[src/hw/dpio_pkg.sv]
package dpio_pkg;
    localparam int PORT_W = 8;
    localparam int NPORT  = 2;
    // Control register bit positions
    localparam int FLAG_IN   = 7;
    localparam int FLAG_IO   = 6;
    localparam int IO_OUTPUT = 5;
    localparam int IO_MODE   = 4;
    localparam int IO_LEVEL  = 3;
    localparam int DDR_ACC   = 2;
    localparam int IN_POL    = 1;
    localparam int WR_BITS   = 6;
    localparam logic [7:0] REG_RESET = 8'h00;
    localparam logic [7:0] ALL_IN    = 8'hff;
    localparam logic [1:0] RS_PORT_A = 2'h0;
    localparam logic [1:0] RS_CTRL_A = 2'h1;
    localparam logic [1:0] RS_PORT_B = 2'h2;
    localparam logic [1:0] RS_CTRL_B = 2'h3;

    typedef enum logic [2:0] {
        DPIO_LATCH = 3'b001,
        DPIO_DIR   = 3'b010,
        DPIO_CTRL  = 3'b100
    } dpio_kind_type;

    typedef struct packed {
        logic          port;
        dpio_kind_type kind;
    } dpio_sel_type;

    typedef struct packed {
        logic       phase;
        logic       sel;
        logic       read;
        logic [1:0] rs;
        logic [7:0] data;
    } dpio_bus_type;
endpackage

[src/hw/dpio_top.sv]
// Overview of operation
// [RULE1] Direction bit 1 output, 0 input
// [RULE2] Output line follows its latch bit
// [RULE3] Select 0 with access bit reads A pins
// [RULE4] Port A read returns pin levels always
// [RULE5] Port B read: latch for outputs, pins else
// [RULE6] Port B input lines are not driven
// [RULE7] Selects plus access bit pick the register
// [RULE8] Write all six, read control and direction
// [RULE9] Control register steers the control lines
// [RULE10] Processor masks mixed port bits itself
// [RULE11] Access bit 1 latch, 0 direction
// [RULE12] Writes land after the phase clock falls
// [RULE13] Port data read clears both flags
// [RULE14] Reset clears registers, lines become inputs
`timescale 1ns/1ps
module dpio_top (
    input  wire logic       clk,
    input  wire logic       rstn,
    input  wire logic       bus_phase_clock,
    input  wire logic       chip_sel,
    input  wire logic       bus_read,
    input  wire logic       reg_select_high,
    input  wire logic       reg_select_low,
    input  wire logic [7:0] data_in,
    output logic      [7:0] data_out,
    output logic            data_oe_n,
    input  wire logic [7:0] port_a_lines_in,
    output logic      [7:0] port_a_lines_out,
    output logic      [7:0] port_a_lines_oe_n,
    input  wire logic [7:0] port_b_lines_in,
    output logic      [7:0] port_b_lines_out,
    output logic      [7:0] port_b_lines_oe_n,
    input  wire logic       port_a_ctrl_in,
    input  wire logic       port_b_ctrl_in,
    input  wire logic       port_a_ctrl_io_in,
    output logic            port_a_ctrl_io_out,
    output logic            port_a_ctrl_io_oe_n,
    input  wire logic       port_b_ctrl_io_in,
    output logic            port_b_ctrl_io_out,
    output logic            port_b_ctrl_io_oe_n
);
    function automatic dpio_pkg::dpio_sel_type dpio_decode(
        input logic [1:0] rs,
        input logic [1:0] acc
    );
        dpio_pkg::dpio_sel_type s;
        s.port = rs[1];
        if (rs[0]) begin
            s.kind = dpio_pkg::DPIO_CTRL;
        end else if (acc[rs[1]]) begin
            s.kind = dpio_pkg::DPIO_LATCH;
        end else begin
            s.kind = dpio_pkg::DPIO_DIR;
        end
        return s;
    endfunction

    dpio_pkg::dpio_bus_type bus_s1, bus_s2, hold;
    dpio_pkg::dpio_bus_type bus_pins;
    logic             phase_d;
    logic             hold_valid;
    logic [15:0]      lines_s1, lines_s2;
    logic [3:0]       cl_s1, cl_s2, cl_prev;
    logic [7:0]       out_latch [2];
    logic [7:0]       direction [2];
    logic [7:0]       control   [2];
    logic [7:0]       oe_n      [2];
    logic [7:0]       read_val  [2];
    logic [1:0]       cio_out, cio_oe_n, rd_hit, wr_hit, set_in, set_io;

    assign bus_pins = {bus_phase_clock, chip_sel, bus_read,
                       reg_select_high, reg_select_low, data_in};

    // Every pin but rstn passes two flip-flops before any logic looks at it
    always_ff @(posedge clk) begin
        bus_s1   <= bus_pins;
        bus_s2   <= bus_s1;
        lines_s1 <= {port_b_lines_in, port_a_lines_in};
        lines_s2 <= lines_s1;
        cl_s1    <= {port_b_ctrl_io_in, port_b_ctrl_in,
                     port_a_ctrl_io_in, port_a_ctrl_in};
        cl_s2    <= cl_s1;
        cl_prev  <= cl_s2;
        phase_d  <= bus_s2.phase;
    end

    wire       phase_fall = phase_d & ~bus_s2.phase;
    wire       access     = bus_s2.phase & bus_s2.sel;
    wire [1:0] acc_bits   = {control[1][dpio_pkg::DDR_ACC],
                             control[0][dpio_pkg::DDR_ACC]};
    wire dpio_pkg::dpio_sel_type live_sel = dpio_decode(bus_s2.rs, acc_bits);
    wire dpio_pkg::dpio_sel_type hold_sel = dpio_decode(hold.rs, acc_bits);
    wire commit = phase_fall & hold_valid; // see [RULE12]
    wire [7:0] live_val =
        (live_sel.kind == dpio_pkg::DPIO_LATCH) ? read_val[live_sel.port] :
        (live_sel.kind == dpio_pkg::DPIO_DIR)   ? direction[live_sel.port] :
        control[live_sel.port]; // see [RULE7] see [RULE8]

    // Bus access is caught while the phase clock is high
    always_ff @(posedge clk) begin
        if (!rstn) begin
            hold       <= '0;
            hold_valid <= 1'b0;
            data_out   <= dpio_pkg::REG_RESET;
            data_oe_n  <= 1'b1;
        end else begin
            if (access) begin
                hold       <= bus_s2; // see [RULE12]
                hold_valid <= 1'b1;
            end else if (phase_fall) begin
                hold_valid <= 1'b0;
            end
            data_oe_n <= ~(access & bus_s2.read);
            if (access & bus_s2.read) begin
                data_out <= live_val;
            end
        end
    end

    genvar p;
    generate
        for (p = 0; p < dpio_pkg::NPORT; p++) begin : g_port
            wire [7:0] pins   = lines_s2[p*8 +: 8];
            wire       hit    = commit & (hold_sel.port == p);
            wire       c_in   = cl_s2[p*2];
            wire       c_io   = cl_s2[p*2+1];
            wire       e_in   = control[p][dpio_pkg::IN_POL] ?
                                (c_in & ~cl_prev[p*2]) :
                                (~c_in & cl_prev[p*2]);
            wire       e_io   = control[p][dpio_pkg::IO_MODE] ?
                                (c_io & ~cl_prev[p*2+1]) :
                                (~c_io & cl_prev[p*2+1]);
            wire       is_out = control[p][dpio_pkg::IO_OUTPUT];
            wire       wr_l   = hit & ~hold.read &
                                (hold_sel.kind == dpio_pkg::DPIO_LATCH);
            wire       wr_d   = hit & ~hold.read &
                                (hold_sel.kind == dpio_pkg::DPIO_DIR);
            wire       wr_c   = hit & ~hold.read &
                                (hold_sel.kind == dpio_pkg::DPIO_CTRL);
            wire       trig   = (p == 0) ? rd_hit[p] : wr_hit[p];
            wire [7:0] ctl_nx = {control[p][7:6],
                                 hold.data[dpio_pkg::WR_BITS-1:0]};

            assign rd_hit[p] = hit & hold.read &
                               (hold_sel.kind == dpio_pkg::DPIO_LATCH);
            assign wr_hit[p] = wr_l;
            assign set_in[p] = e_in;
            assign set_io[p] = e_io & ~is_out;
            if (p == 0) begin : g_rda
                assign read_val[p] = pins; // see [RULE3] see [RULE4]
            end else begin : g_rdb
                assign read_val[p] = (out_latch[p] & direction[p]) |
                                     (pins & ~direction[p]); // see [RULE5]
            end

            always_ff @(posedge clk) begin
                if (!rstn) begin
                    out_latch[p] <= dpio_pkg::REG_RESET; // see [RULE14]
                    direction[p] <= dpio_pkg::REG_RESET;
                    control[p]   <= dpio_pkg::REG_RESET;
                    oe_n[p]      <= dpio_pkg::ALL_IN;
                    cio_out[p]   <= 1'b1;
                    cio_oe_n[p]  <= 1'b1;
                end else begin
                    if (wr_l) begin
                        out_latch[p] <= hold.data; // see [RULE11]
                    end
                    if (wr_d) begin
                        direction[p] <= hold.data; // see [RULE11]
                        oe_n[p]      <= ~hold.data; // see [RULE1] see [RULE6]
                    end
                    // Flag set wins over the read that clears it
                    control[p] <= {
                        (control[p][7] & ~rd_hit[p]) | set_in[p],
                        (control[p][6] & ~rd_hit[p]) | set_io[p],
                        wr_c ? ctl_nx[5:0] : control[p][5:0]
                    }; // see [RULE13] see [RULE8]
                    cio_oe_n[p] <= ~is_out; // see [RULE9]
                    if (!is_out) begin
                        cio_out[p] <= 1'b1;
                    end else if (control[p][dpio_pkg::IO_MODE]) begin
                        cio_out[p] <= control[p][dpio_pkg::IO_LEVEL];
                    end else if (trig) begin
                        cio_out[p] <= 1'b0; // see [RULE9]
                    end else if (control[p][dpio_pkg::IO_LEVEL]) begin
                        if (phase_fall) begin
                            cio_out[p] <= 1'b1;
                        end
                    end else if (e_in) begin
                        cio_out[p] <= 1'b1;
                    end
                end
            end
        end
    endgenerate

    assign port_a_lines_out    = out_latch[0]; // see [RULE2]
    assign port_b_lines_out    = out_latch[1];
    assign port_a_lines_oe_n   = oe_n[0];
    assign port_b_lines_oe_n   = oe_n[1];
    assign port_a_ctrl_io_out  = cio_out[0];
    assign port_a_ctrl_io_oe_n = cio_oe_n[0];
    assign port_b_ctrl_io_out  = cio_out[1];
    assign port_b_ctrl_io_oe_n = cio_oe_n[1];

    wire [7:0] pins_a_w = lines_s2[7:0];
endmodule

[config.mk]
export PLATFORM = sky130hd
export DESIGN_NAME = dpio_top
export DESIGN_NICKNAME = d
export VERILOG_FILES = /design/src/hw/dpio_pkg.sv /design/src/hw/dpio_top.sv
export SDC_FILE = /design/constraint.sdc
export NUM_CORES = 1
export LEC_CHECK = 0
export ABC_AREA = 1
export BUFFER_PORTS_ARGS = -buffer_cell sky130_fd_sc_hd__clkbuf_2
export CELL_PAD_IN_SITES_DETAIL_PLACEMENT = 0
export CELL_PAD_IN_SITES_GLOBAL_PLACEMENT = 1
export CORE_ASPECT_RATIO = 1.25
export CORE_MARGIN = 1
export CORE_UTILIZATION = 33
export DETAILED_ROUTE_END_ITERATION = 7
export PLACE_DENSITY = 0.62
export SYNTH_ARGS = -nofsm -noshare
export SYNTH_HDL_FRONTEND = slang
export SYNTH_SLANG_ARGS = --single-unit
[constraint.sdc]
create_clock -name clk -period 3.4 [get_ports clk]
set_input_delay 0.17 -clock clk [delete_from_list [all_inputs] [get_ports clk]]
set_output_delay 0.17 -clock clk [all_outputs]
set_load 0.05 [all_outputs]
Word-level counts from Yosys, hierarchy flattened
Memory sizes are Yosys's and may differ from the RTL's. A register that Yosys moved wholly into a read port is not among the register bits.
Index checks and enable logic that the tools add are counted.
{"block": "word_totals", "register_bits": 96, "mem_bits_rw": 64, "input_bits": 35, "out_inout_bits": 45, "mem_count": 4}
{"memory": "control", "words": 2, "width": 8, "rd": 3, "rd_ports_with_merged_regs": 1, "wr": 2, "line": "dpio_top.sv:67", "rtl": "logic [7:0] control [2];"}
{"memory": "direction", "words": 2, "width": 8, "rd": 2, "rd_ports_with_merged_regs": 1, "wr": 2, "line": "dpio_top.sv:66", "rtl": "logic [7:0] direction [2];"}
{"memory": "oe_n", "words": 2, "width": 8, "rd": 2, "rd_ports_with_merged_regs": 0, "wr": 2, "line": "dpio_top.sv:68", "rtl": "logic [7:0] oe_n [2];"}
{"memory": "out_latch", "words": 2, "width": 8, "rd": 2, "rd_ports_with_merged_regs": 0, "wr": 2, "line": "dpio_top.sv:65", "rtl": "logic [7:0] out_latch [2];"}
{"block": "classes", "order_cmp": 3, "n_eq_ne": 7, "muxes": 52, "n_bitwise": 66, "n_reduce_logical": 7}
{"cell": "$mux W8", "n": 13}
{"cell": "$mux W1", "n": 33}
{"cell": "$and A1 B1 Y1", "n": 32}
{"cell": "$and A8 B8 Y8", "n": 2}
{"cell": "$not A1 Y1", "n": 16}
{"cell": "$not A8 Y8", "n": 2}
{"cell": "$mux W6", "n": 2}
{"cell": "$or A1 B1 Y1", "n": 12}
{"cell": "$ne A4 B3 Y1 const B", "n": 2}
{"cell": "$or A8 B8 Y8", "n": 1}
{"cell": "$reduce_and A2 Y1", "n": 4}
{"cell": "$reduce_bool A4 Y1", "n": 2}
{"cell": "$eq A3 B1 Y1 const B", "n": 2}
{"cell": "$eq A3 B2 Y1 const B", "n": 2}
{"cell": "$mux W3", "n": 2}
{"cell": "$lt A1 B2 Y1 const B", "n": 2}
{"cell": "$mux W2", "n": 2}
{"cell": "$eq A3 B3 Y1 const B", "n": 1}
{"cell": "$ge A2 B2 Y1 const B", "n": 1}
{"cell": "$not A1 Y2", "n": 1}
{"cell": "$reduce_bool A2 Y1", "n": 1}

Logic depth before layout (Yosys ltp)
An unclocked memory read counts as a cell.
{"block": "depth", "ltp_word": 11, "ltp_mapped": 10}

Worst setup path after synthesis
Ideal clock, no wire load.
{"block": "synth_path", "kind": "register to register", "from": "register bus_s2[12] (netlist name)", "to": "memory direction[0][0] (enable)", "arrival_time_ns": 1.189, "required_time_ns": 3.028, "path_slack_ns": 1.839, "path_stages_with_launch": 6, "n_path_buf": 0, "path_cell_list": "dfxtp_1 > nor2_4 > nand3_4 > nor2_8 > nand2_4 > nand2_1"}
{"element": "start: declaration", "line": "dpio_top.sv:59", "rtl": "dpio_pkg::dpio_bus_type bus_s1, bus_s2, hold;"}
{"element": "start signal: assignment", "line": "dpio_top.sv:78", "rtl": "bus_s2 <= bus_s1;"}
{"element": "end: declaration", "line": "dpio_top.sv:66"}

Worst setup path after layout
{"block": "layout_path", "from": "register, netlist name bus_s2[9]", "to": "register data_out[4]"}
{"block": "layout_via", "elab_chain_cells": 7}
{"element": "$mux W1 (not written as such) (2 in series)", "line": "dpio_top.sv:51", "rtl": "end else if (acc[rs[1]]) begin"}
{"element": "$mux W2", "line": "dpio_top.sv:51"}
{"element": "$mux W3", "line": "dpio_top.sv:49", "rtl": "if (rs[0]) begin"}
{"element": "$eq A3 B2 Y1", "line": "dpio_top.sv:97", "rtl": "(live_sel.kind == dpio_pkg::DPIO_DIR) ? direction[live_sel.port] :"}
{"element": "$mux W8", "line": "dpio_top.sv:97"}
{"element": "$mux W8 (*)", "line": "dpio_top.sv:96", "rtl": "(live_sel.kind == dpio_pkg::DPIO_LATCH) ? read_val[live_sel.port] :"}
{"element": "end signal: assignment", "line": "dpio_top.sv:105", "rtl": "data_out <= dpio_pkg::REG_RESET;"}
{"element": "end signal: assignment", "line": "dpio_top.sv:116", "rtl": "data_out <= live_val;"}
{"element": "end: declaration", "line": "dpio_top.sv:26", "rtl": "output logic [7:0] data_out,"}
Every way passes the cells marked *; elsewhere a longest branch is shown, timed or not. The select of a mux whose other input is x is not followed.
A chain may end at the register's enable or synchronous reset.

==> metrics <==
status=completed; Worst-path clk slew=60 ps; Initial Utilization=0.3418; Final TNS setup=0 ps; die height=145.1 µm; Clock Sinks=160; Routed WL per cell=13.77 µm; Slew headroom=0.5539; Synth Warn #=0; largest net degree at the start of global routing=30; Hold EP=port_b_ctrl_io_oe_n; crit path max fanout=16; hpwl dp=8.762 mm; design area=7019 µm²; Global Route Usage Sum=0.1533; R2R depth=8; worst endpoint data arrival time=2090 ps; Detailed Route Iter0 Violations=205; clock buffer depth=2; most frequent CP cell=nand2_1; Seq cells post-synth=160; ranking of synthesized cells by area=dfxtp_1 (41%), edfxtp_1 (27%), nand2_1 (9.2%), o21ai_0 (3.5%), a21oi_1 (3.2%); sequential share of the synthesized area=0.6810; Setup Fix Bufs, Post-CTS=0; Ports=80; post-cts hold buffer count=33; Hold Crit Class=primary input to flop; final hold vios=0; DIE WIDTH=116.5 µm; cells after synthesis=534; Clock Skews=8.115 ps; share of layout cells above drive strength 1=0.2515; RSZ-0062 raised after global routing=no; final setup fails=0; peak supply drop=0.3545 mV; post-synthesis simple-gate area fraction=0.1957; Hold Path Stages=3; gpl congestion=0.7751; first-pass GRT wire length=19.04 mm; remaining routing DRC violations=0; Achievable Freq=554.1 MHz; grt ovf=0; vias per cell=4.300; biggest area consumer among synthesized cells=dfxtp_1; critical-path cell list=buf_4 -> inv_2 -> nand2_1 -> nand2_1 -> nor2_2 -> a21oi_1 -> nand2_1 -> a21oi_1; syn nets=569; Yosys top cell area share=0.4145; Worst-Skew Late Latency=420 ps; Compound-Gate Fraction of Synth Area=0.07102; CP top delay family=flip-flops; CP Launch Type=flop; Core Area=15830 µm²; Worst Min Path Start=rstn; Max-Cap Viols=0; post-layout minimum cycle time=1805 ps; # resized after CTS=0; drt pass-1 iters=4; htree depth=4; initial antenna violation count=0; port buffer count=79; Slew @ Worst Pin=667.5 ps; max layer used=met4; number of global-route vias before repair=3739; mux share of post-synthesis cell area=0; Metal-1 WL=5.392 mm; total power=4.329 mW; critical path's largest stage delay=570 ps; CP Data Required Time=3680 ps; final worst slack=1595 ps; number of buffers created by CTS=17; fillers=1563; Adder-Cell Fraction of Synth Area=0; Vias=3784; LEAKAGE=2.869 nW; worst reg2reg setup slack=1600 ps; row count=51; pre-CTS setup slack=1483 ps; diodes inserted=0; Root Buffer Master=clkbuf_16; XOR/XNOR Fraction of Synth Area=0; number of library cell types mapped by synthesis=25; critical path class=flop to flop; Power Density=616.7 nW/µm²; FF-to-FF End=data_out[4]; met2 wire len=6.066 mm; syn_area_per_cell=10.13 µm²; Final #Nets=690; antenna viol nets, final=0; TritonCTS clock tree=built; WP buf/inv=2; met3 wire len=449 µm; Area after DPL=6033 µm²; largest family of logic cells by synthesized area=simple AND/OR/NAND/NOR gates; final worst path period share=0.5308; reg-to-reg startpoint=bus_s2[9]; total wire length=12.12 mm; Final Max Tran Viols=0; crit end category=flop; mapped cell area=5409 µm²; Syn-to-layout area delta=29.77%; CP max-delay cell=dfxtp_1; Die Area=16910 µm²
how the worst max path moves through the flow:
stage,cells after the start,startpoint,endpoint,slack (ps)
floorplan,5,bus_s2[12],direction[0][0],1840
global placement,7,rstn,oe_n[1][1],1510
detailed placement,7,rstn,oe_n[1][0],1480
CTS,5,bus_s2[12],oe_n[1][5],1560
global route,9,bus_s2[9],data_out[4],1400
finish,8,bus_s2[9],data_out[4],1600
through the flow:
stage            util  hold WS, ps  instances
2_1_floorplan       -        197.7        534
3_3_place_gp   0.3812        272.1        815
3_5_place_dp   0.3812        273.9        815
4_1_cts        0.4435        190.5        880
5_1_grt        0.4435        208.6        880
6_report       0.4435        194.2        880
cell families after synthesis:
group / count (synthesis)
and+or+nand+nor: 226
buffers and inverters: 72
DFF: 160
AOI/OAI and AO/OA: 76
Yosys cell counts:
cell type / number
o21ai_0: 38
nor2_2: 12
clkbuf_1: 5
nand3_4: 1
inv_1: 38
dfxtp_1: 112
nor2_1: 38
o211ai_1: 1
nand3_2: 2
clkinv_1: 1
nand3_1: 18
or2_2: 6
nand2_1: 133
nor2_4: 11
inv_4: 1
nor2_8: 1
edfxtp_1: 48
nand3b_1: 2
a21oi_1: 35
inv_2: 19
nand2_2: 1
o21ai_1: 1
a31oi_1: 1
nand2_4: 1
buf_2: 8
area by class of cell:
cell class / count / area [µm²] / area share
Clock buffer: 23 / 543.0 / 0.07736
Clock inverter: 9 / 112.6 / 0.01604
Inverter: 59 / 224.0 / 0.03191
Multi-Input combinational cell: 302 / 1443 / 0.2055
Sequential cell: 160 / 3684 / 0.5248
Tap cell: 212 / 265.3 / 0.03779
Timing Repair Buffer: 115 / 748.2 / 0.1066
placed cells by master (no fill, tap or decap), drive strengths merged:
cell type	netlist	routed
or2	6	6
nand3b	2	2
o211ai	1	1
clkbuf	5	102
buf	8	3
o21ai	39	39
nand2	135	135
nor2	62	62
nand3	21	21
clkinvlp	0	1
bufinv	0	2
edfxtp	48	48
dlygate4sd3	0	33
clkinv	1	6
a21oi	35	35
dfxtp	112	112
inv	58	59
a31oi	1	1
flip-flops by register name (all words and copies together), names as in the netlist:
signal               cells
data_oe_n                1
bus_s1                  13
data_out                 8
port_a_ctrl_io_oe_n      1
direction               16
port_b_ctrl_io_out       1
hold_valid               1
phase_d                  1
cl_s2                    4
lines_s1                16
port_b_ctrl_io_oe_n      1
g_port.ctl_nx            6
port_a_ctrl_io_out       1
oe_n                    16
hold                     5
control                 16
cl_prev                  4
bus_s2                  13
out_latch               16
cl_s1                    4
lines_s2                16
worst min-delay path: cells and delay by family:
family | cells | cell delay, ps
buffers and inverters | 2 | 290
AND/OR/NAND/NOR | 1 | 120
routing by layer:
| metal | vias to the layer above | track usage |
|---|---|---|
| met4 | 0 | 0.05769 |
| met5 | - | 0 |
| met3 | 16 | 0.04386 |
| met2 | 65 | 0.2574 |
| li1 | 1946 | - |
| met1 | 1757 | 0.1821 |
power breakdown:
group	switching (mW)	total, mW	internal [mW]
sequential	0.0383	2.08	2.04
combinational	0.147	0.226	0.0788
clock	0.746	2.03	1.28
Note: power is estimated with default switching activity, not from simulation.
